==> src/pvcio_defines.vh <==
// Purpose: constants for the vendor charger, id and io register group
// Assumes: 25 MHz interface clock, 6-bit immediate register addresses
// Notes: every offset and field position lives here, with the charger, io and id code reset values and the measurement timing
`ifndef PVCIO_DEFINES_VH
`define PVCIO_DEFINES_VH

// register addresses
`define PVCIO_ADDR_CHG 6'h32
`define PVCIO_ADDR_ID_WR 6'h36
`define PVCIO_ADDR_ID_SET 6'h37
`define PVCIO_ADDR_ID_CLR 6'h38
`define PVCIO_ADDR_IO_WR 6'h39
`define PVCIO_ADDR_IO_SET 6'h3A
`define PVCIO_ADDR_IO_CLR 6'h3B

// write operations
`define PVCIO_OP_WR 2'h0
`define PVCIO_OP_SET 2'h1
`define PVCIO_OP_CLR 2'h2

// charger control fields
`define PVCIO_CHG_SRC 0
`define PVCIO_CHG_SINK 1
`define PVCIO_CHG_CONTACT 2
`define PVCIO_CHG_HOST 3
`define PVCIO_CHG_DET 4
`define PVCIO_CHG_WMASK 8'h0F
`define PVCIO_CHG_RESET 8'h00

// id register fields
`define PVCIO_ID_CODE_HI 2
`define PVCIO_ID_CODE_LO 0
`define PVCIO_ID_DONE 3
`define PVCIO_ID_START 4
`define PVCIO_ID_IRQEN 6
`define PVCIO_ID_WMASK 8'h57
`define PVCIO_ID_CODE_RESET 3'h0

// io register fields
`define PVCIO_IO_SWAP 1
`define PVCIO_IO_UART_HI 3
`define PVCIO_IO_UART_LO 2
`define PVCIO_IO_PUP_PLUS 4
`define PVCIO_IO_PUP_MINUS 5
`define PVCIO_IO_USB_HI 7
`define PVCIO_IO_USB_LO 6
`define PVCIO_IO_WMASK 8'hFE
`define PVCIO_IO_RESET 8'h04

// misc values
`define PVCIO_LINE_SE0 2'h0
`define PVCIO_READ_ZERO 8'h00

// timing
`define PVCIO_CLK_NS 40
`define PVCIO_MEASURE_NS 282000
// one measurement in clock cycles: 282000 ns at 40 ns a cycle
`define PVCIO_MEASURE_CYCLES 16'h1B8A
`define PVCIO_CNT_W 16

`endif

==> src/pvcio_id_meter.v <==
// Purpose: times one id pin resistance measurement
// Assumes: launch is a one-cycle pulse, abort may arrive at any time
// Notes: finish is a one-cycle pulse in the first cycle after busy drops
`timescale 1ns/1ns
`include "pvcio_defines.vh"

module pvcio_id_meter #(
   parameter [`PVCIO_CNT_W-1:0] CYCLES = `PVCIO_MEASURE_CYCLES
) (
   input wire clock,
   input wire sys_rst,
   input wire launch,
   input wire abort,
   output reg busy,
   output reg finish
);

   reg [`PVCIO_CNT_W-1:0] count_r;

   // counts down from one less than the measurement length to zero; abort drops it at once
   always @(posedge clock) begin
      if (sys_rst) begin
         busy <= 1'b0;
         finish <= 1'b0;
         count_r <= {`PVCIO_CNT_W{1'b0}};
      end else begin
         finish <= 1'b0;
         if (abort) begin
            busy <= 1'b0;
            count_r <= {`PVCIO_CNT_W{1'b0}};
         end else if (launch && !busy) begin
            busy <= 1'b1;
            count_r <= CYCLES - 16'h0001;
         end else if (busy) begin
            if (count_r == {`PVCIO_CNT_W{1'b0}}) begin
               busy <= 1'b0;
               finish <= 1'b1;
            end else begin
               count_r <= count_r - 16'h0001;
            end
         end
      end
   end

endmodule

==> src/pvcio_regs.v <==
// Purpose: vendor charger detect, id resistance and io/power registers
// Assumes: immediate register strobes already decoded from the link framing
// Notes: analog inputs are synchronised; outputs drive analog controls
`timescale 1ns/1ns
`include "pvcio_defines.vh"

module pvcio_regs #(
   parameter [`PVCIO_CNT_W-1:0] MEASURE_CYCLES =
      `PVCIO_MEASURE_CYCLES
) (
   input wire clock,
   input wire sys_rst,
   // immediate register port
   input wire [5:0] regAddr,
   input wire [7:0] regWrData,
   input wire regWrStrobe,
   input wire regRdStrobe,
   output reg [7:0] regRdData,
   output reg regRdValid,
   // analog and mode inputs
   input wire dataDetectRaw,
   input wire [2:0] idResistorCodeRaw,
   input wire [1:0] lineState,
   input wire serialModeActive,
   input wire serialTransmitEnable,
   input wire carkitIdIrqEnable,
   // charger detect controls
   output reg plusSourceEnable,
   output reg minusSourceEnable,
   output reg plusSinkEnable,
   output reg minusSinkEnable,
   output reg plusContactEnable,
   output reg minusContactEnable,
   output reg comparatorEnable,
   output reg comparatorOnMinus,
   // id measurement
   output reg idMeasureActive,
   output reg [2:0] idResistorCode,
   output reg idMeasureComplete,
   output reg altIntPulse,
   // io and power
   output reg linePolaritySwap,
   output reg plusLinePullupEnable,
   output reg minusLinePullupEnable,
   output reg [1:0] supplyLevel
);

   // merges a write, set or clear into a register image; reserved bits forced zero
   function [7:0] applyWrite;
      input [7:0] old;
      input [7:0] data;
      input [1:0] op;
      input [7:0] mask;
      begin
         case (op)
            `PVCIO_OP_WR: applyWrite = data & mask;
            `PVCIO_OP_SET: applyWrite = (old | data) & mask;
            `PVCIO_OP_CLR: applyWrite = (old & ~data) & mask;
            default: applyWrite = old & mask;
         endcase
      end
   endfunction

   // three-stage synchroniser with agreement filter on the last two stages
   reg [3:0] syncA_r;
   reg [3:0] syncB_r;
   reg [3:0] syncC_r;
   reg [3:0] syncOut_r;
   wire [3:0] rawIn = {idResistorCodeRaw, dataDetectRaw};

   // a change counts only once the second and third stages agree
   always @(posedge clock) begin
      if (sys_rst) begin
         syncA_r <= 4'h0;
         syncB_r <= 4'h0;
         syncC_r <= 4'h0;
         syncOut_r <= 4'h0;
      end else begin
         syncA_r <= rawIn;
         syncB_r <= syncA_r;
         syncC_r <= syncB_r;
         syncOut_r <= (syncB_r & syncC_r) | (syncOut_r & (syncB_r | syncC_r));
      end
   end

   // bit 0 carries the comparator, the upper bits the converter code
   wire detectSync = syncOut_r[0];
   wire [2:0] idCodeSync = syncOut_r[3:1];

   // register state
   reg [7:0] chgCtrl_r;
   reg [7:0] chgCtrl_nxt;
   reg [7:0] ioCtrl_r;
   reg [7:0] ioCtrl_nxt;
   reg [2:0] idCode_r;
   reg [2:0] idCode_nxt;
   // done is a status flag: hardware sets it, a read clears it
   reg idDone_r;
   reg idDone_nxt;
   reg idStart_r;
   reg idStart_nxt;
   reg idIrqEn_r;
   reg idIrqEn_nxt;

   // access decode
   wire chgHit = (regAddr == `PVCIO_ADDR_CHG);
   wire idWrHit = (regAddr == `PVCIO_ADDR_ID_WR);
   wire idSetHit = (regAddr == `PVCIO_ADDR_ID_SET);
   wire idClrHit = (regAddr == `PVCIO_ADDR_ID_CLR);
   wire ioWrHit = (regAddr == `PVCIO_ADDR_IO_WR);
   wire ioSetHit = (regAddr == `PVCIO_ADDR_IO_SET);
   wire ioClrHit = (regAddr == `PVCIO_ADDR_IO_CLR);
   wire idHit = idWrHit | idSetHit | idClrHit;
   wire ioHit = ioWrHit | ioSetHit | ioClrHit;

   // set and clear aliases pick the merge; the plain alias replaces
   wire [1:0] idOp = idSetHit ? `PVCIO_OP_SET : (idClrHit ? `PVCIO_OP_CLR : `PVCIO_OP_WR);
   wire [1:0] ioOp = ioSetHit ? `PVCIO_OP_SET : (ioClrHit ? `PVCIO_OP_CLR : `PVCIO_OP_WR);

   // comparator status: live, gated by sink enable and an SE0 line state
   wire detectStatus = chgCtrl_r[`PVCIO_CHG_SINK] & detectSync &
      (lineState == `PVCIO_LINE_SE0);

   // register images as software sees them
   wire [7:0] chgImage = {3'h0, detectStatus, chgCtrl_r[3:0]};
   wire [7:0] idImage = {1'b0, idIrqEn_r, 1'b0, idStart_r, idDone_r, idCode_r};
   wire [7:0] idWrVal = applyWrite(idImage, regWrData, idOp, `PVCIO_ID_WMASK);
   wire [7:0] ioWrVal = applyWrite(ioCtrl_r, regWrData, ioOp, `PVCIO_IO_WMASK);

   // a read through any of the three id aliases counts as a read of the code
   wire idWrite = regWrStrobe & idHit;
   wire idRead = regRdStrobe & idHit;

   // launch only from idle; software dropping the start bit aborts a run
   wire measureLaunch = idWrite & idWrVal[`PVCIO_ID_START] & ~idStart_r;
   wire measureAbort = idWrite & ~idWrVal[`PVCIO_ID_START] & idStart_r;
   // timer handshake
   wire measureBusy;
   wire measureFinish;

   // timer only; the measured code arrives through the synchroniser
   pvcio_id_meter #(
      .CYCLES(MEASURE_CYCLES)
   ) meter (
      .clock(clock),
      .sys_rst(sys_rst),
      .launch(measureLaunch),
      .abort(measureAbort),
      .busy(measureBusy),
      .finish(measureFinish)
   );

   // next-state for the charger and io registers
   always @* begin
      chgCtrl_nxt = chgCtrl_r;
      ioCtrl_nxt = ioCtrl_r;
      if (regWrStrobe && chgHit) begin
         chgCtrl_nxt = regWrData & `PVCIO_CHG_WMASK;
      end
      if (regWrStrobe && ioHit) begin
         ioCtrl_nxt = ioWrVal;
      end
   end

   // next-state for the id register; hardware events beat software in the same cycle
   always @* begin
      idCode_nxt = idCode_r;
      idDone_nxt = idDone_r;
      idStart_nxt = idStart_r;
      idIrqEn_nxt = idIrqEn_r;
      if (idWrite) begin
         idCode_nxt = idWrVal[`PVCIO_ID_CODE_HI:`PVCIO_ID_CODE_LO];
         idStart_nxt = idWrVal[`PVCIO_ID_START];
         idIrqEn_nxt = idWrVal[`PVCIO_ID_IRQEN];
      end
      if (idRead) begin
         idDone_nxt = 1'b0;
      end
      if (measureFinish) begin
         idCode_nxt = idCodeSync;
         idDone_nxt = 1'b1;
         idStart_nxt = 1'b0;
      end
   end

   // register update
   always @(posedge clock) begin
      if (sys_rst) begin
         chgCtrl_r <= `PVCIO_CHG_RESET;
         ioCtrl_r <= `PVCIO_IO_RESET;
         idCode_r <= `PVCIO_ID_CODE_RESET;
         idDone_r <= 1'b0;
         idStart_r <= 1'b0;
         idIrqEn_r <= 1'b0;
      end else begin
         chgCtrl_r <= chgCtrl_nxt;
         ioCtrl_r <= ioCtrl_nxt;
         idCode_r <= idCode_nxt;
         idDone_r <= idDone_nxt;
         idStart_r <= idStart_nxt;
         idIrqEn_r <= idIrqEn_nxt;
      end
   end

   // read path: data one cycle after the strobe; unmapped vendor reads give zero
   always @(posedge clock) begin
      if (sys_rst) begin
         regRdData <= `PVCIO_READ_ZERO;
         regRdValid <= 1'b0;
      end else begin
         regRdValid <= regRdStrobe;
         if (regRdStrobe) begin
            if (chgHit) begin
               regRdData <= chgImage;
            end else if (idHit) begin
               regRdData <= idImage;
            end else if (ioHit) begin
               regRdData <= ioCtrl_r;
            end else begin
               regRdData <= `PVCIO_READ_ZERO;
            end
         end
      end
   end

   // interrupt on the rising edge of done when either enable is on
   wire irqEnable = idIrqEn_r | carkitIdIrqEnable;
   wire doneRise = idDone_nxt & ~idDone_r;

   always @(posedge clock) begin
      if (sys_rst) begin
         altIntPulse <= 1'b0;
      end else begin
         altIntPulse <= doneRise & irqEnable;
      end
   end

   // charger controls; host mode moves every element to the minus line
   wire hostMode = chgCtrl_r[`PVCIO_CHG_HOST];

   always @(posedge clock) begin
      if (sys_rst) begin
         plusSourceEnable <= 1'b0;
         minusSourceEnable <= 1'b0;
         plusSinkEnable <= 1'b0;
         minusSinkEnable <= 1'b0;
         plusContactEnable <= 1'b0;
         minusContactEnable <= 1'b0;
         comparatorEnable <= 1'b0;
         comparatorOnMinus <= 1'b0;
      end else begin
         plusSourceEnable <= chgCtrl_r[`PVCIO_CHG_SRC] & ~hostMode;
         minusSourceEnable <= chgCtrl_r[`PVCIO_CHG_SRC] & hostMode;
         plusSinkEnable <= chgCtrl_r[`PVCIO_CHG_SINK] & ~hostMode;
         minusSinkEnable <= chgCtrl_r[`PVCIO_CHG_SINK] & hostMode;
         plusContactEnable <= chgCtrl_r[`PVCIO_CHG_CONTACT] & ~hostMode;
         minusContactEnable <= chgCtrl_r[`PVCIO_CHG_CONTACT] & hostMode;
         comparatorEnable <= chgCtrl_r[`PVCIO_CHG_SINK];
         comparatorOnMinus <= hostMode;
      end
   end

   // id status outputs for the carkit side; carkit reads never touch done
   always @(posedge clock) begin
      if (sys_rst) begin
         idMeasureActive <= 1'b0;
         idResistorCode <= `PVCIO_ID_CODE_RESET;
         idMeasureComplete <= 1'b0;
      end else begin
         idMeasureActive <= measureBusy;
         idResistorCode <= idCode_r;
         idMeasureComplete <= idDone_r;
      end
   end

   // io and power; serial level only while serial mode transmits
   wire serialLevelOn = serialModeActive & serialTransmitEnable;

   always @(posedge clock) begin
      if (sys_rst) begin
         linePolaritySwap <= 1'b0;
         plusLinePullupEnable <= 1'b0;
         minusLinePullupEnable <= 1'b0;
         supplyLevel <= 2'h0;
      end else begin
         linePolaritySwap <= ioCtrl_r[`PVCIO_IO_SWAP];
         // pull-ups are needed for idle-high serial lines, so serial mode forces them
         plusLinePullupEnable <= ioCtrl_r[`PVCIO_IO_PUP_PLUS] | serialModeActive;
         minusLinePullupEnable <= ioCtrl_r[`PVCIO_IO_PUP_MINUS] | serialModeActive;
         // only the requested level; the regulator ramps on its own time
         if (serialLevelOn) begin
            supplyLevel <= ioCtrl_r[`PVCIO_IO_UART_HI:`PVCIO_IO_UART_LO];
         end else begin
            supplyLevel <= ioCtrl_r[`PVCIO_IO_USB_HI:`PVCIO_IO_USB_LO];
         end
      end
   end

   // the link is expected to clear charger bits 2:0 before bus traffic
   // and to keep id bit 5 at zero bit 5 is stored as zero regardless
   // a cancelled run never sets done, so it never raises the interrupt

endmodule

==> config.mk <==
export PLATFORM = sky130hd
export DESIGN_NAME = pvcio_regs
export DESIGN_NICKNAME = d
export VERILOG_FILES = /design/src/pvcio_id_meter.v /design/src/pvcio_regs.v
export VERILOG_INCLUDE_DIRS = /design/src
export SDC_FILE = /design/constraint.sdc
export NUM_CORES = 1
export LEC_CHECK = 0
export BUFFER_PORTS_ARGS = -buffer_cell sky130_fd_sc_hd__buf_2
export CORE_MARGIN = 5
export CORE_UTILIZATION = 36
export DETAILED_ROUTE_END_ITERATION = 7
export PLACE_DENSITY = 0.67
export SLEW_MARGIN = 30
export SYNTH_ARGS = -nofsm -noshare
export SYNTH_HDL_FRONTEND = slang
export SYNTH_SLANG_ARGS = --single-unit
==> constraint.sdc <==
create_clock -name clock -period 2.6 [get_ports clock]
set_input_delay 0.78 -clock clock [delete_from_list [all_inputs] [get_ports clock]]
set_output_delay 0.78 -clock clock [all_outputs]
set_load 0.01 [all_outputs]
Yosys cells after proc, flatten, opt, wreduce, memory -nomap -nowiden
Index checks and enable logic that the tools add are counted.
{"block": "totals", "input_bits": 27, "mem_bits_ro": 0, "ramBits": 0, "register_bits": 80, "latch_bits": 0, "output_inout_bits": 28, "memories": 0}
{"block": "classes", "eq_ne": 12, "div": 0, "magnitude_cmp": 0, "n_bitwise": 39, "n_mux": 21, "multipliers": 0, "n_reduce_logical": 22, "n_addsub": 1, "shifts": 0}
{"op": "equality test 6 bit (second input constant)", "count": 7}
{"op": "2-to-1 mux 13 bit", "count": 3}
{"op": "2-to-1 mux 8 bit", "count": 3}
{"op": "case mux 8 bit (3 select lines)", "count": 1}
{"op": "case mux 7 bit (3 select lines)", "count": 1}
{"op": "bitwise AND 1 bit", "count": 17}
{"op": "logical NOT 16 bit", "count": 1}
{"op": "subtractor 16 x 1 -> 16 bit (second input constant)", "count": 1}
{"op": "2-to-1 mux 2 bit", "count": 5}
{"op": "AND reduction 2 bit", "count": 5}
{"op": "bitwise AND 4 bit", "count": 2}
{"op": "bitwise AND 8 bit", "count": 1}
{"op": "NOT 8 bit", "count": 1}
{"op": "OR 4 bit", "count": 2}
{"op": "OR 8 bit", "count": 1}
{"op": "bitwise AND 7 bit", "count": 1}
{"op": "OR 1 bit", "count": 7}
{"op": "OR 7 bit", "count": 1}
{"op": "logical NOT 2 bit", "count": 3}
{"op": "2-to-1 mux 1 bit", "count": 6}
{"op": "2-to-1 mux 3 bit", "count": 2}
{"op": "NOT 1 bit", "count": 6}
{"op": "nonzero test 3 bit", "count": 2}
{"op": "equality test 2 x 1 -> 1 bit (second input constant)", "count": 2}
{"op": "other kinds (9)", "count": 14}

Depth between registers and ports, before layout
Gate-level depths: netlist of the first run.
{"block": "logic_depth", "depth_word": 10, "mapped_depth": 6}

Modules after synthesis
Synthesis of the first run repeated with hierarchy kept, for this count alone.
{"block": "unflattened", "hier_cells": 356, "hier_area_um2": 3339.5}
{"mod": "pvcio_regs", "area_each_um2": 2368.5, "n_inst": 1, "cells_per_inst": 244, "seq_area_each_um2": 1221.2}
{"mod": "pvcio_id_meter", "area_each_um2": 970.9, "n_inst": 1, "cells_per_inst": 112, "seq_area_each_um2": 360.3}

Least setup slack after synthesis of the first run
Ideal clock, no wire load.
{"block": "synth_path", "path_type": "input to register", "startpoint": "input port regAddr[2]", "endpoint": "register meter.count_r[10]", "t_required_ns": 2.467, "t_arrival_ns": 2.373, "setup_slack_ns": 0.094, "setup_time_ns": 0.133, "path_stages": 5, "path_cell_list": "or4b_4 > a21o_1 > o41ai_4 > buf_6 > nor3_2"}
{"block": "synth_via", "elab_chain_cells": 9, "word_cells_on_any_way": 19, "classes_between": "eq/ne (5); mux (3); bitwise (8); reduce/logical (3)"}
{"item": "from (decl)", "line": "pvcio_regs.v:14", "rtl": "input wire [5:0] regAddr,"}
{"item": "equality test 6 bit (no source line)"}
{"item": "2-to-1 mux 2 bit (no source line)"}
{"item": "2-to-1 mux 2 bit", "line": "pvcio_regs.v:117", "rtl": "wire [1:0] idOp = idSetHit ? `PVCIO_OP_SET : (idClrHit ? `PVCIO_OP_CLR : `PVCIO_OP_WR);"}
{"item": "equality test 2 bit (tied with other cells)", "line": "pvcio_regs.v:55", "rtl": "case (op)"}
{"item": "case mux 7 bit (3 select lines)", "line": "pvcio_regs.v:55"}
{"item": "bitwise AND 1 bit or NOT 1 bit (tied branches)", "line": "pvcio_regs.v:135, pvcio_regs.v:136"}
{"item": "bitwise AND 1 bit, on equally long branches", "line": "pvcio_regs.v:135, pvcio_regs.v:136"}
{"item": "logical AND 1 bit or bitwise AND 1 bit (tied branches)", "line": "pvcio_id_meter.v:31, pvcio_regs.v:136"}
{"item": "OR reduction 3 bit (no source line) *"}
{"item": "to (signal assigned)", "line": "pvcio_id_meter.v:30", "rtl": "count_r <= {`PVCIO_CNT_W{1'b0}};"}
{"item": "to (signal assigned)", "line": "pvcio_id_meter.v:33", "rtl": "count_r <= CYCLES - 16'h0001;"}
{"item": "to (signal assigned)", "line": "pvcio_id_meter.v:39", "rtl": "count_r <= count_r - 16'h0001;"}
{"item": "to (decl)", "line": "pvcio_id_meter.v:18", "rtl": "reg [`PVCIO_CNT_W-1:0] count_r;"}
Every way passes the cells marked *; elsewhere a longest branch is shown, timed or not.
A chain may end at the register's enable or synchronous reset.

Final worst setup path of the first run
{"block": "layout_path", "startpoint": "register meter.busy", "endpoint": "register meter.count_r[11]"}
{"block": "layout_via", "elab_chain_cells": 4, "word_cells_on_any_way": 6, "classes_between": "eq/ne (1); mux (1); reduce/logical (4)"}
{"item": "from (decl)", "line": "pvcio_id_meter.v:14", "rtl": "output reg busy,"}
{"item": "from (signal assigned)", "line": "pvcio_id_meter.v:23", "rtl": "busy <= 1'b0;"}
{"item": "from (signal assigned)", "line": "pvcio_id_meter.v:29", "rtl": "busy <= 1'b0;"}
{"item": "from (signal assigned)", "line": "pvcio_id_meter.v:32", "rtl": "busy <= 1'b1;"}
{"item": "logical NOT 1 bit", "line": "pvcio_id_meter.v:31", "rtl": "end else if (launch && !busy) begin"}
{"item": "logical AND 1 bit", "line": "pvcio_id_meter.v:31"}
{"item": "!= test 2 x 1 -> 1 bit (no source line) or nonzero test 2 bit (tied branches)"}
{"item": "AND reduction 2 bit (no source line)"}
Several ways; a longest one is shown, not always the timed one.

==> results.md, run 1 <==
Global route:
- The number of global-route vias before repair is 2,663.
- In the global route stage, overall resource usage came out at 0.141.
- The initial antenna violation count is 0.
- The total overflow left after global routing is 0.
- The most utilized layer in the global route result is met2.
- The met2 layer usage reported by global route is 0.235.
- The met1 demand-to-capacity share in global routing is 0.172.
- The met3 track demand over resource is 0.0407.
- The wire length of the first global-routing pass is 12,900 microns.
- The maximum number of pins on one net before global-route repair is 48.

Floorplan:
- The core region is a little under 9000 sq um.
- The horizontal extent of the die is 105 microns.
- Pin placement for this block handled 55 I/O pins.
- The total number of placement rows is 34.
- The die outline area is ~11,000 sq um.
- The height of the chip is 105 microns.
- For this configuration, the core starts out at a cell density of 0.370.

Clock network:
- For this design, the sink count on the clock tree is 79.
- The tree is rooted in a clkbuf_8.
- TritonCTS built the clock tree.
- The H-tree depth reported by CTS is 3.
- Clock tree synthesis inserted a total of 9 buffers.
- The number of instances resized during post-cts repair is 0.
- In this run, post-CTS hold repair placed 0 buffers.
- The insertion delay to the later sink of the worst-skew pair is 360 ps.
- The number of setup buffers added after CTS is 0.
- The clock passes through at most 2 buffers.
- After clock tree synthesis, the clock-pin slew on the worst setup and hold paths is approximately 90 ps.

Timing:
- The post-route fraction of the period consumed by the critical path is 0.848.
- At the pin with the least slew margin, the transition time is 639 ps.
- Timing would allow up to 453 MHz.
- Setup violations remaining at the end of the flow were counted as 0.
- The final count of pins violating max slew came to 0.
- The final sum of negative setup slack is 0 ps.
- The worst-case clock skew is 10.8 ps.
- The normalized max-slew margin is 0.568.
- Setup repair after global routing left no endpoint under its margin.
- The minimum clock period is 2210 ps.
- The final count of hold timing violations is 0.

Hold path:
- The worst hold-check path type is reg2reg.
- The origin of the worst min-delay path is syncA_r[2]$_SDFF_PP0_.
- The cell count of the worst hold path is 1.
- The worst hold path terminates at syncB_r[2]$_SDFF_PP0_.

Synthesis:
- Yosys printed 0 warnings.
- The post-synth design cell area is 3230 sq um.
- The cell type contributing the most total cell area after synthesis is dfxtp_1.
- In the synthesized netlist the async set-or-reset flop fraction comes to 0.
- When the netlist entered floorplanning its net count stood at 384.
- Sorting the synthesized cells by area gives the leading types as dfxtp_1, a21oi_1, nor2b_1, nand3_1, nor2_1.
- Synthesis handed over a netlist of 356 instances.
- A synthesized cell averages 9.07 sq um.
- Of the post-synthesis cell area, the dominant cell type holds 0.490.
- The most frequently used flop master after synthesis is dfxtp_1.
- For this run, the register share of the synthesized area comes to 0.490.
- The number of different library cells in the post-synthesis netlist is 50.
- The number of synthesized register bits is 79.
- Yosys mapped a number of flops with a built-in enable equal to 0.

Status:
- The run finished with clean final reports.

Place:
- Input and output buffers added on the ports amount to 54.
- At the end of routability-driven placement, the weighted congestion stood at 0.810.
- The HPWL after detailed placement is 5670 microns.

Drt:
- For this run, design rule violations remaining after detail routing come to 0.
- Dividing the detail-routed via count by the number of cells gives 5.31.
- The wire length per cell is 14.6 microns.
- Once detail routing completed, the nets flagged for antenna violations numbered 0.
- The detailed-route wire length is just under 8000 microns.
- The pre-antenna-repair detailed-routing pass consisted of 4 iterations.
- Across all layers, the routed design uses between 2,000 and 3,000 vias.
- The detailed router finished its first iteration with 132 violations.

Cells and area:
- For this run, the post-layout net count is 445.
- Of the cells placed in the final design, the portion with a size suffix greater than 1 is 0.225.
- The top cell types in the final layout, fill and taps aside, are dfxtp_1, buf_2, a21oi_1, nor2_1, nand2_1.
- From synthesis to final layout, the design area changed by 19.7%.
- Leaving out fill and tap cells, the most frequent cell in the layout is dfxtp_1.
- The utilization after layout is 0.443.
- 0 antenna diodes ended up in the layout.

Critical path:
- The kind of critical path is reg2reg.
- The startpoint identified for the worst register-to-register timing path is meter.busy$_SDFF_PP0_.
- Of all nets on the critical path, the largest fanout is 10.
- In this run the critical register-to-register path is captured at meter.count_r[11]$_SDFFE_PP0P_.
- The type of element launching the critical path is a flop.
- The delay contributed by the slowest stage of the critical path is around 580 ps.
- Traced cell by cell, the critical path runs through nor4b_1, nand3_1, or4b_1, a31oi_1.
- The depth of the worst register-to-register path is 4.
- STA classifies the critical path endpoint as a flop.
- The slowest stage of the critical path belongs to the cell nor4b_1.
- Across all register-to-register paths, the minimum setup slack is 390 ps.
- The arrival time at the worst endpoint is 2490 ps.
- The critical path required time is about 2900 ps.

Power and ir drop:
- The analysis attributes to cell leakage a power of between 1.5 and 2 nW.
- IR analysis of the VDD net gives a maximum drop of between 0.2 and 0.3 mV.
- The final total power is approximately 2.3 mW.
- Dividing total power by cell area gives a power density of approximately 600 nW/um^2.

Job:
- The tool flagged a number of max-cap violations equal to 0.
-- synthesized netlist by cell type, types with 3 or more instances --
cell type and instances:
a221oi_1 3, nand3_1 21, nand2_1 25, o32ai_1 4
o21ai_0 15, a211oi_1 9, nor2b_1 19, inv_1 9
nand2b_1 12, a31oi_1 6, a311oi_1 3, dfxtp_1 79
and2_1 9, nor4b_1 5, and3_1 3, o31ai_1 4
nor3_2 3, clkbuf_1 12, mux2i_1 6, nand3b_1 4
a22oi_1 3, a21oi_1 27, nor3_1 15, nor2_1 26
-- critical path, delay by kind of cell (launching register included) --
kind             cells  cell delay (ps)
AND/OR/NAND/NOR      3             1460
flip-flops           1              500
AO/OA/AOI/OAI        1              170
-- metal layers --
layer	up-vias	share of wire	wire, microns
li1	1416	-	-
met1	1300	0.44	3420
met2	85	0.48	3740
met3	14	0.055	428
met4	0	0.021	163
met5	-	0	0
-- worst max path at each step --
stage / startpoint / endpoint / slack (ps) / cells past startpoint
final: meter.busy$_SDFF_PP0_ / meter.count_r[11]$_SDFFE_PP0P_ / 390 / 4
after global routing: meter.busy$_SDFF_PP0_ / meter.count_r[11]$_SDFFE_PP0P_ / 90 / 4
after CTS: meter.busy$_SDFF_PP0_ / meter.count_r[11]$_SDFFE_PP0P_ / 400 / 4
after detailed placement: regAddr[0] / meter.count_r[11]$_SDFFE_PP0P_ / 60 / 6
after global placement: regAddr[0] / meter.count_r[11]$_SDFFE_PP0P_ / 110 / 6
after floorplan: regAddr[2] / meter.count_r[10]$_SDFFE_PP0P_ / 90 / 5
-- cells by family (layout without fill, tap and decap cells) --
group | Yosys count | count (layout) | share of synthesized area
compound gates | 85 | 85 | 0.177
xor+xnor | 1 | 1 | 0.00271
fa+ha+maj | 1 | 1 | 0.00388
buf+inv | 24 | 90 | 0.0306
flops | 79 | 79 | 0.490
mux | 6 | 6 | 0.0186
simple gates | 160 | 160 | 0.277
-- metrics by stage --
step | hold slack, ps | area (sq um) | std cells | worst slack (ps)
6_report | 440 | 3860 | 530 | 394
5_1_grt | 457 | 3860 | 530 | 90.0
4_1_cts | 446 | 3860 | 530 | 402
3_5_place_dp | 426 | 3660 | 514 | 63.1
3_3_place_gp | 425 | 3660 | 514 | 108
2_1_floorplan | 414 | 3230 | 356 | 94.2
-- final cells by class --
class / instances / area [sq um]
Fill cell: 822 / 4860
Clock buffer: 9 / 124
Multi-Input combinational cell: 253 / 1550
Timing Repair Buffer: 65 / 353
Inverter: 9 / 33.8
Sequential cell: 79 / 1580
Clock inverter: 7 / 83.8
Tap cell: 108 / 135
-- flip-flops by register name, indices dropped and copies added, names as in the netlist, 2 cells and up --
| signal | flops |
|---|---|
| chgCtrl_r | 4 |
| idCode_r | 3 |
| idResistorCode | 3 |
| ioCtrl_r | 7 |
| meter.count_r | 16 |
| regRdData | 8 |
| supplyLevel | 2 |
| syncA_r | 4 |
| syncB_r | 4 |
| syncC_r | 4 |
| syncOut_r | 4 |
-- power breakdown --
group          total [mW]  internal, mW  switching [mW]
sequential           1.23          1.23         0.00772
clock               0.968         0.464           0.504
combinational       0.131        0.0513          0.0798
Note: power is estimated with default switching activity, not from simulation.
==> run 2, diff against run 1 <==
==> constraint.sdc (replaced) <==
create_clock -name clock -period 2 [get_ports clock]
set_input_delay 0.6 -clock clock [delete_from_list [all_inputs] [get_ports clock]]
set_output_delay 0.6 -clock clock [all_outputs]
set_load 0.01 [all_outputs]
==> results.md, run 2 (synthesis gave the netlist of run 1 again) <==
Status:
- The flow ran to the end, and the final reports show no timing, DRC or antenna violations.

Floorplan:
- For this configuration, the core starts out at a cell density of 0.370.
- The floorplan step defined a core boundary enclosing 8720 sq um.
- The horizontal extent of the die is between 100 and 150 microns.
- The height of the chip is 105 microns.
- The die covers 11,000 sq um.
- The count of pins on the block boundary is 55.
- The total number of placement rows is 34.

Global route:
- For this run the aggregate overflow at the end of global routing stands at 0.
- The initial antenna violation count is 0.
- For this run, the total global-route usage over all layers was measured as 0.141.
- The number of global-route vias before repair is 2,725.
- The maximum number of pins on one net before global-route repair is 32.
- The first global-routing pass estimated 12,800 microns of wire.

Critical path:
- The worst setup path endpoint is meter.count_r[9]$_SDFFE_PP0P_.
- The arrival time at the worst endpoint is 2150 ps.
- The endpoint identified for the worst register-to-register timing path is meter.count_r[6]$_SDFFE_PP0P_.
- The reg-to-reg critical path startpoint is meter.count_r[0]$_SDFFE_PP0P_.
- The depth of the worst register-to-register path is 7.
- The kind of end point of the critical path is a flop.
- In this run the worst path has a maximum fanout of 18.
- The launch point of the critical path is regAddr[1].
- The reg-to-reg setup timing slack is 100 ps.
- The worst setup path is launched from an input port.
- The kind of critical path is in2reg.
- Data on the critical path is required at its endpoint by around 2200 ps.

Clock network:
- The maximum buffer depth of the clock tree is 2.
- The number of buffers inserted during clock tree synthesis is 9.
- The clock root buffer is clkbuf_8.
- The H-tree depth reported by CTS is 3.
- TritonCTS built the clock tree.
- The clock reaches the later pin of the worst-skew pair after between 300 and 400 ps.
- Counting every sink on the clock net gives 79.
- Clock-pin slew was measured on the worst setup and hold paths at 90 ps.

Place:
- The instance area at placement is 3790 sq um.
- The final estimated routing congestion in global placement is between 0.8 and 0.9.
- During placement, the flow inserted port buffers numbering 54.
- The number of cells in the design after placement is 530.
- Summed over all nets, the half-perimeter wirelength after detailed placement is 5690 microns.

Power and ir drop:
- The analysis attributes to cell leakage a power of about 1.6 nW.
- Power spread over the standard cell area amounts to 757 nW/um^2.
- Across the VDD grid, the largest voltage drop is 0.342 mV.

Timing:
- The final count of pins violating max slew is 0.
- Of the available clock period, the critical path in the final layout requires 0.960.
- The final count of negative-setup-slack endpoints is 0.
- The minimum clock period is 1920 ps.
- The final count of hold timing violations is 0.
- For the pin with the worst max-slew slack, the measured transition is 465 ps.
- Static timing analysis puts the maximum clock frequency at 521 MHz.
- Clock skew on the completed layout was measured at 10.4 ps.
- Measured against its own limit, the worst slew margin works out to 0.688.

Cells and area:
- After the last flow step, the layout net total stands at 463.
- The library cell used most frequently in the layout, excluding fill and tap cells, is dfxtp_1.
- The cell area after layout is just over 4000 sq um.
- Fill cells in the final layout number 836.
- The multi-input combinational cells in the finished layout cover a total of 1570 sq um.
- For this run, the share of the core covered by cells in the final layout is 0.462.
- In the final layout, the registers with the most flip-flops are meter.count_r: 16 flops, regRdData: 8 flops, ioCtrl_r: 7 flops.
- Counting flops per register, the top entry is meter.count_r.
- The synthesis-to-layout area growth is 24.8%.
- The finished layout holds 548 standard cells, fillers aside.
- The repair_antennas step left the layout with diodes totalling 0.
- In the layout the commonest cells are dfxtp_1, buf_2, buf_4, a21oi_1, nor2_1.
- The flip-flop count of the largest register, all copies and words added is 16.
- The area of all sequential standard cells is ~1600 sq um.
- The share of layout cells above drive strength 1 is 0.264.

Drt:
- The detail route stage leaves a number of antenna-violating nets equal to 0.
- The total number of vias is 2,851.
- After detailed routing, the number of vias per cell comes to between 5 and 6.
- The detailed-route wire length is ~7700 microns.
- Before antenna repair, the detailed router went through 4 iterations.
- The DRC violation count after routing is 0.
- After the first detailed-routing iteration, the DRC count stood at 138.
- The wire length per cell is 14.1 microns.

Hold path:
- The path class of the tightest hold or removal check is reg2reg.
- The startpoint identified for the worst hold timing path is syncA_r[0]$_SDFF_PP0_.

Job:
- The number of maximum-capacitance violations is 0.
==> run 2: cell count changes in the layout (fill, tap and decap cells not counted), sizes merged <==
cell,before,now
inv,14,13
clkinv,0,1
buf,65,83
==> run 2: how the worst min path moves through the flow <==
stage	endpoint	slack, ps	depth (start not counted)
after detailed placement	syncB_r[0]$_SDFF_PP0_	430	1
after floorplan	syncB_r[0]$_SDFF_PP0_	410	1
after global placement	syncB_r[3]$_SDFF_PP0_	420	1
after CTS	syncA_r[0]$_SDFF_PP0_	440	2
after global routing	syncA_r[3]$_SDFF_PP0_	440	2
final	syncB_r[0]$_SDFF_PP0_	440	1
==> run 2: report_power, final <==
| group | internal [mW] | switching, mW |
|---|---|---|
| clock network | 0.605 | 0.652 |
| logic | 0.0796 | 0.108 |
| registers | 1.59 | 0.0100 |
==> run 2: worst max-delay path, stage by stage <==
cell,delay [ps]
buf_2,100
or4b_4,570
o21a_1,220
o41ai_4,400
buf_12,200
a31oi_1,50
==> run 2: area by class of cell <==
class / instances / area share
clock inverters: 7 / 0.0214
well taps: 108 / 0.0336
repair buffers: 83 / 0.124
multi-input cells: 253 / 0.389
flip-flops and latches: 79 / 0.393
clock buffers: 9 / 0.0308
inverters: 9 / 0.00839
==> run 2: what timing repair did <==
| action | CTS | global route |
|---|---|---|
| gates resized for setup | 0 | 3 |
| setup buffers | 0 | 2 |
| setup endpoints to repair | 0 | 5 |
| hold buffers | 0 | 0 |
==> run 2: per-layer routing <==
layer / GRT usage / vias up / part of all wire
met5: 0 / - / 0
met4: 0.0402 / 0 / 0.016
met3: 0.0524 / 12 / 0.064
met2: 0.237 / 83 / 0.48
met1: 0.169 / 1307 / 0.44
li1: - / 1449 / -
==> run 2: metrics by stage <==
stage          setup slack [ps]  hold WS (ps)  power, mW  TNS (ps)
4_1_cts                    42.7           439       3.09         0
3_3_place_gp               -283           424       1.82     -4650
6_report                   80.4           442       3.05         0
3_5_place_dp               -341           426       1.83     -5380
5_1_grt                   -15.2           438       3.17     -19.8
2_1_floorplan              -276           414       1.73     -3680
==> run 3, diff against run 2 <==
--- a/config.mk
+++ b/config.mk
@@ -6,11 +6,11 @@
 export SDC_FILE = /design/constraint.sdc
 export NUM_CORES = 1
 export LEC_CHECK = 0
-export BUFFER_PORTS_ARGS = -buffer_cell sky130_fd_sc_hd__buf_2
 export CORE_MARGIN = 5
 export CORE_UTILIZATION = 36
 export DETAILED_ROUTE_END_ITERATION = 7
-export PLACE_DENSITY = 0.67
+export DONT_BUFFER_PORTS = 1
+export PLACE_DENSITY = 0.62
 export SLEW_MARGIN = 30
 export SYNTH_ARGS = -nofsm -noshare
 export SYNTH_HDL_FRONTEND = slang
==> results.md, run 3 (synthesis gave the netlist of run 1 again) <==
Status:
- The run finished with clean final reports.

Floorplan:
- The total number of placement rows is 34.
- The horizontal extent of the die is 105 microns.
- During I/O placement, the number of pins put on the boundary was 55.
- The standard cell core area is ~8700 sq um.
- For this configuration, the core starts out at a cell density of 0.370.
- The die outline area is between 10,000 and 15,000 sq um.
- The height of the chip is roughly 100 microns.

Timing:
- In the final timing run, aggregate negative setup slack is 0 ps.
- In this run the tightest slew margin relative to its limit is 0.685.
- The final count of hold timing violations is 0.
- The smallest clock period supported by the final layout is computed as 1930 ps.
- The final count of pins violating max slew is 0.
- At the pin with the least slew margin, the transition time is 469 ps.
- The final count of negative-setup-slack endpoints is 0.
- For this run, the top clock speed supported by timing is 518 MHz.
- The worst-case clock skew is 13.0 ps.
- Dividing the final minimum period by the clock period gives 0.965.

Global route:
- The initial antenna violation count is 0.
- In this run the most used layer during global routing was met2.
- Entering global routing, the biggest net connects 53 pins.
- For met1 alone, demand over resource in global routing was 0.175.
- The number of global-route vias before repair was 2,447.
- For this run, global-route usage on met3 was measured as 0.0370.
- The total overflow left after global routing is 0.
- The overall track demand over capacity in global routing is 0.138.
- The met2 layer usage reported by global route is 0.223.
- The wire length of the first global-routing pass is 12,400 microns.

Critical path:
- The kind of critical path is reg2reg.
- The kind of end point of the critical path is a flop.
- Data on the critical path arrives at its endpoint at 2200 ps.
- Among all stages on the critical path, the largest delay is contributed by or4_1.
- STA puts the critical path data required time at between 2000 and 2500 ps.
- The largest single stage delay on the critical path is 530 ps.
- The type of element launching the critical path is a flop.
- Traced cell by cell, the critical path runs through inv_1, ha_1, and4bb_2, nand3_1, or4_1, a211oi_2.
- Of all nets on the critical path, the largest fanout is 5.

Place:
- Once detailed placement completed, the half-perimeter wirelength came to 5410 microns.
- Once placement completed, the tool counted placed cells totaling 463.
- The congestion estimate from routability-driven global placement came to 0.815.
- Summing all placed instances gives a cell area of 3420 sq um.
- In this run the tool buffered the top-level ports with 0 buffer cells.

Cells and area:
- meter.count_r holds more flip-flops than any other register.
- The finished cells cover 3670 sq um.
- The final layout contains 395 nets.
- In the final layout, the share of cells above drive strength 1 is 0.134.
- The most common library cell in the layout ignoring fill and taps is dfxtp_1.
- Compared with the post-synthesis result, the final layout area differs by 13.8%.
- The top cell types in the final layout, fill and taps aside, are dfxtp_1, a21oi_1, nor2_1, nand2_1.
- The register with the most flip-flops in the layout has 16 of them.
- After the flow finishes, the layout carries non-filler instances totaling 480.
- The count of fill cells added during filler insertion is 863.
- The largest registers in the layout are meter.count_r: 16 flops, regRdData: 8 flops, ioCtrl_r: 7 flops.
- The utilization after layout is 0.421.
- The number of antenna cells inserted is 0.

Power and ir drop:
- The share of total power dissipated in sequential elements is 0.544.
- The analysis attributes to cell leakage a power of approximately 1.3 nW.
- Summed over all nets, the switching power comes to 0.716 mW.
- The logic gate share of total power is 0.034.
- The worst-case vdd ir drop is approximately 0.32 mV.
- Internal power comes to 2.24 mW.
- Total power for the finished layout comes to 2.96 mW.
- The portion of total power attributed to the clock network is 0.422.
- For this design the ratio of total power to cell area is 804 nW/um^2.
- The switching share of power is 0.242.

Drt:
- The detailed router finished its first iteration with 90 violations.
- After detailed routing, the number of remaining DRC violations is 0.
- The remaining number of nets flagged by the antenna check after routing is 0.
- The number of iterations in the first detailed-routing pass is 5.
- After detailed routing, the number of vias per cell comes to 5.55.
- The wire length per cell is 15.9 microns.
- The detailed-route wire length is 7630 microns.
- Summing over every cut layer, the via total after detailed routing is approximately 2,700.

Hold path:
- The worst hold path belongs to the class in2reg.

Job:
- The tool flagged a number of max-cap violations equal to 0.

Clock network:
- The number of buffers inserted during clock tree synthesis is 9.
- The clock root buffer is clkbuf_8.
- The H-tree was split into 3 levels.
- TritonCTS built the clock tree.
- In this run the deepest clock path goes through 2 buffers.
- For the worst-skew pair, the clock arrives at the later sink with an insertion delay of 350 ps.
- Clock tree synthesis found a total of 79 sinks.
- After clock tree synthesis, the clock-pin slew on the worst setup and hold paths is 90 ps.
run 3: cell count changes in the layout (fill, tap and decap cells not counted), moves of 2 or more:
cell / change
buf_2: -54
buf_4: -14
nand3_1: -2
nand3_2: +2
run 3: layer usage:
layer	vias up	part of all wire
li1	1316	-
met1	1256	0.44
met2	79	0.47
met3	12	0.075
met4	0	0.017
met5	-	0
run 3: cell type report:
cell class | instances | area [sq um] | area share
inverters | 9 | 33.8 | 0.00919
well taps | 108 | 135 | 0.0368
clock buffers | 9 | 124 | 0.0337
clock inverters | 7 | 90.1 | 0.0245
repair buffers | 15 | 125 | 0.0340
multi-input cells | 253 | 1580 | 0.431
flip-flops and latches | 79 | 1580 | 0.431
run 3: critical path: cells and delay by family, from the launching register on:
kind                     cells  cell delay [ps]
AO/OA/AOI/OAI                1              220
adder cells (fa/ha/maj)      1              210
buffers and inverters        1              100
flip-flops                   1              340
AND/OR/NAND/NOR              3              990
run 3: final timing paths:
check	from	end	slack [ps]	depth (start not counted)
worst max register to register	meter.count_r[1]$_SDFFE_PP0P_	meter.count_r[14]$_SDFFE_PP0P_	70	6
worst max-delay path	meter.count_r[1]$_SDFFE_PP0P_	meter.count_r[14]$_SDFFE_PP0P_	70	6
worst min-delay path	sys_rst	syncA_r[3]$_SDFF_PP0_	320	1
worst min register to register	syncA_r[2]$_SDFF_PP0_	syncB_r[2]$_SDFF_PP0_	440	1
run 3: metrics by stage:
| stage | setup WS (ps) | hold slack [ps] |
|---|---|---|
| 5_1_grt | -23.9 | 290 |
| 4_1_cts | 57.9 | 293 |
| 6_report | 70.7 | 317 |
| 2_1_floorplan | -276 | 414 |
| 3_3_place_gp | -150 | 421 |
| 3_5_place_dp | -183 | 420 |
run 3: power by group through the flow:
| stage | Clock [mW] | Sequential (mW) | Combinational (mW) |
|---|---|---|---|
| after floorplan | 0 | 1.64 | 0.0872 |
| after global placement | 0 | 1.65 | 0.0965 |
| after detailed placement | 0 | 1.65 | 0.0983 |
| after CTS | 1.28 | 1.61 | 0.0990 |
| after global routing | 1.36 | 1.61 | 0.110 |
| final | 1.25 | 1.61 | 0.0995 |
run 3: what timing repair did:
action                     in CTS  in global routing
resized for setup               1                  5
buffers inserted                0                  1
setup endpoints to repair       1                  6
hold buffers                    0                  0
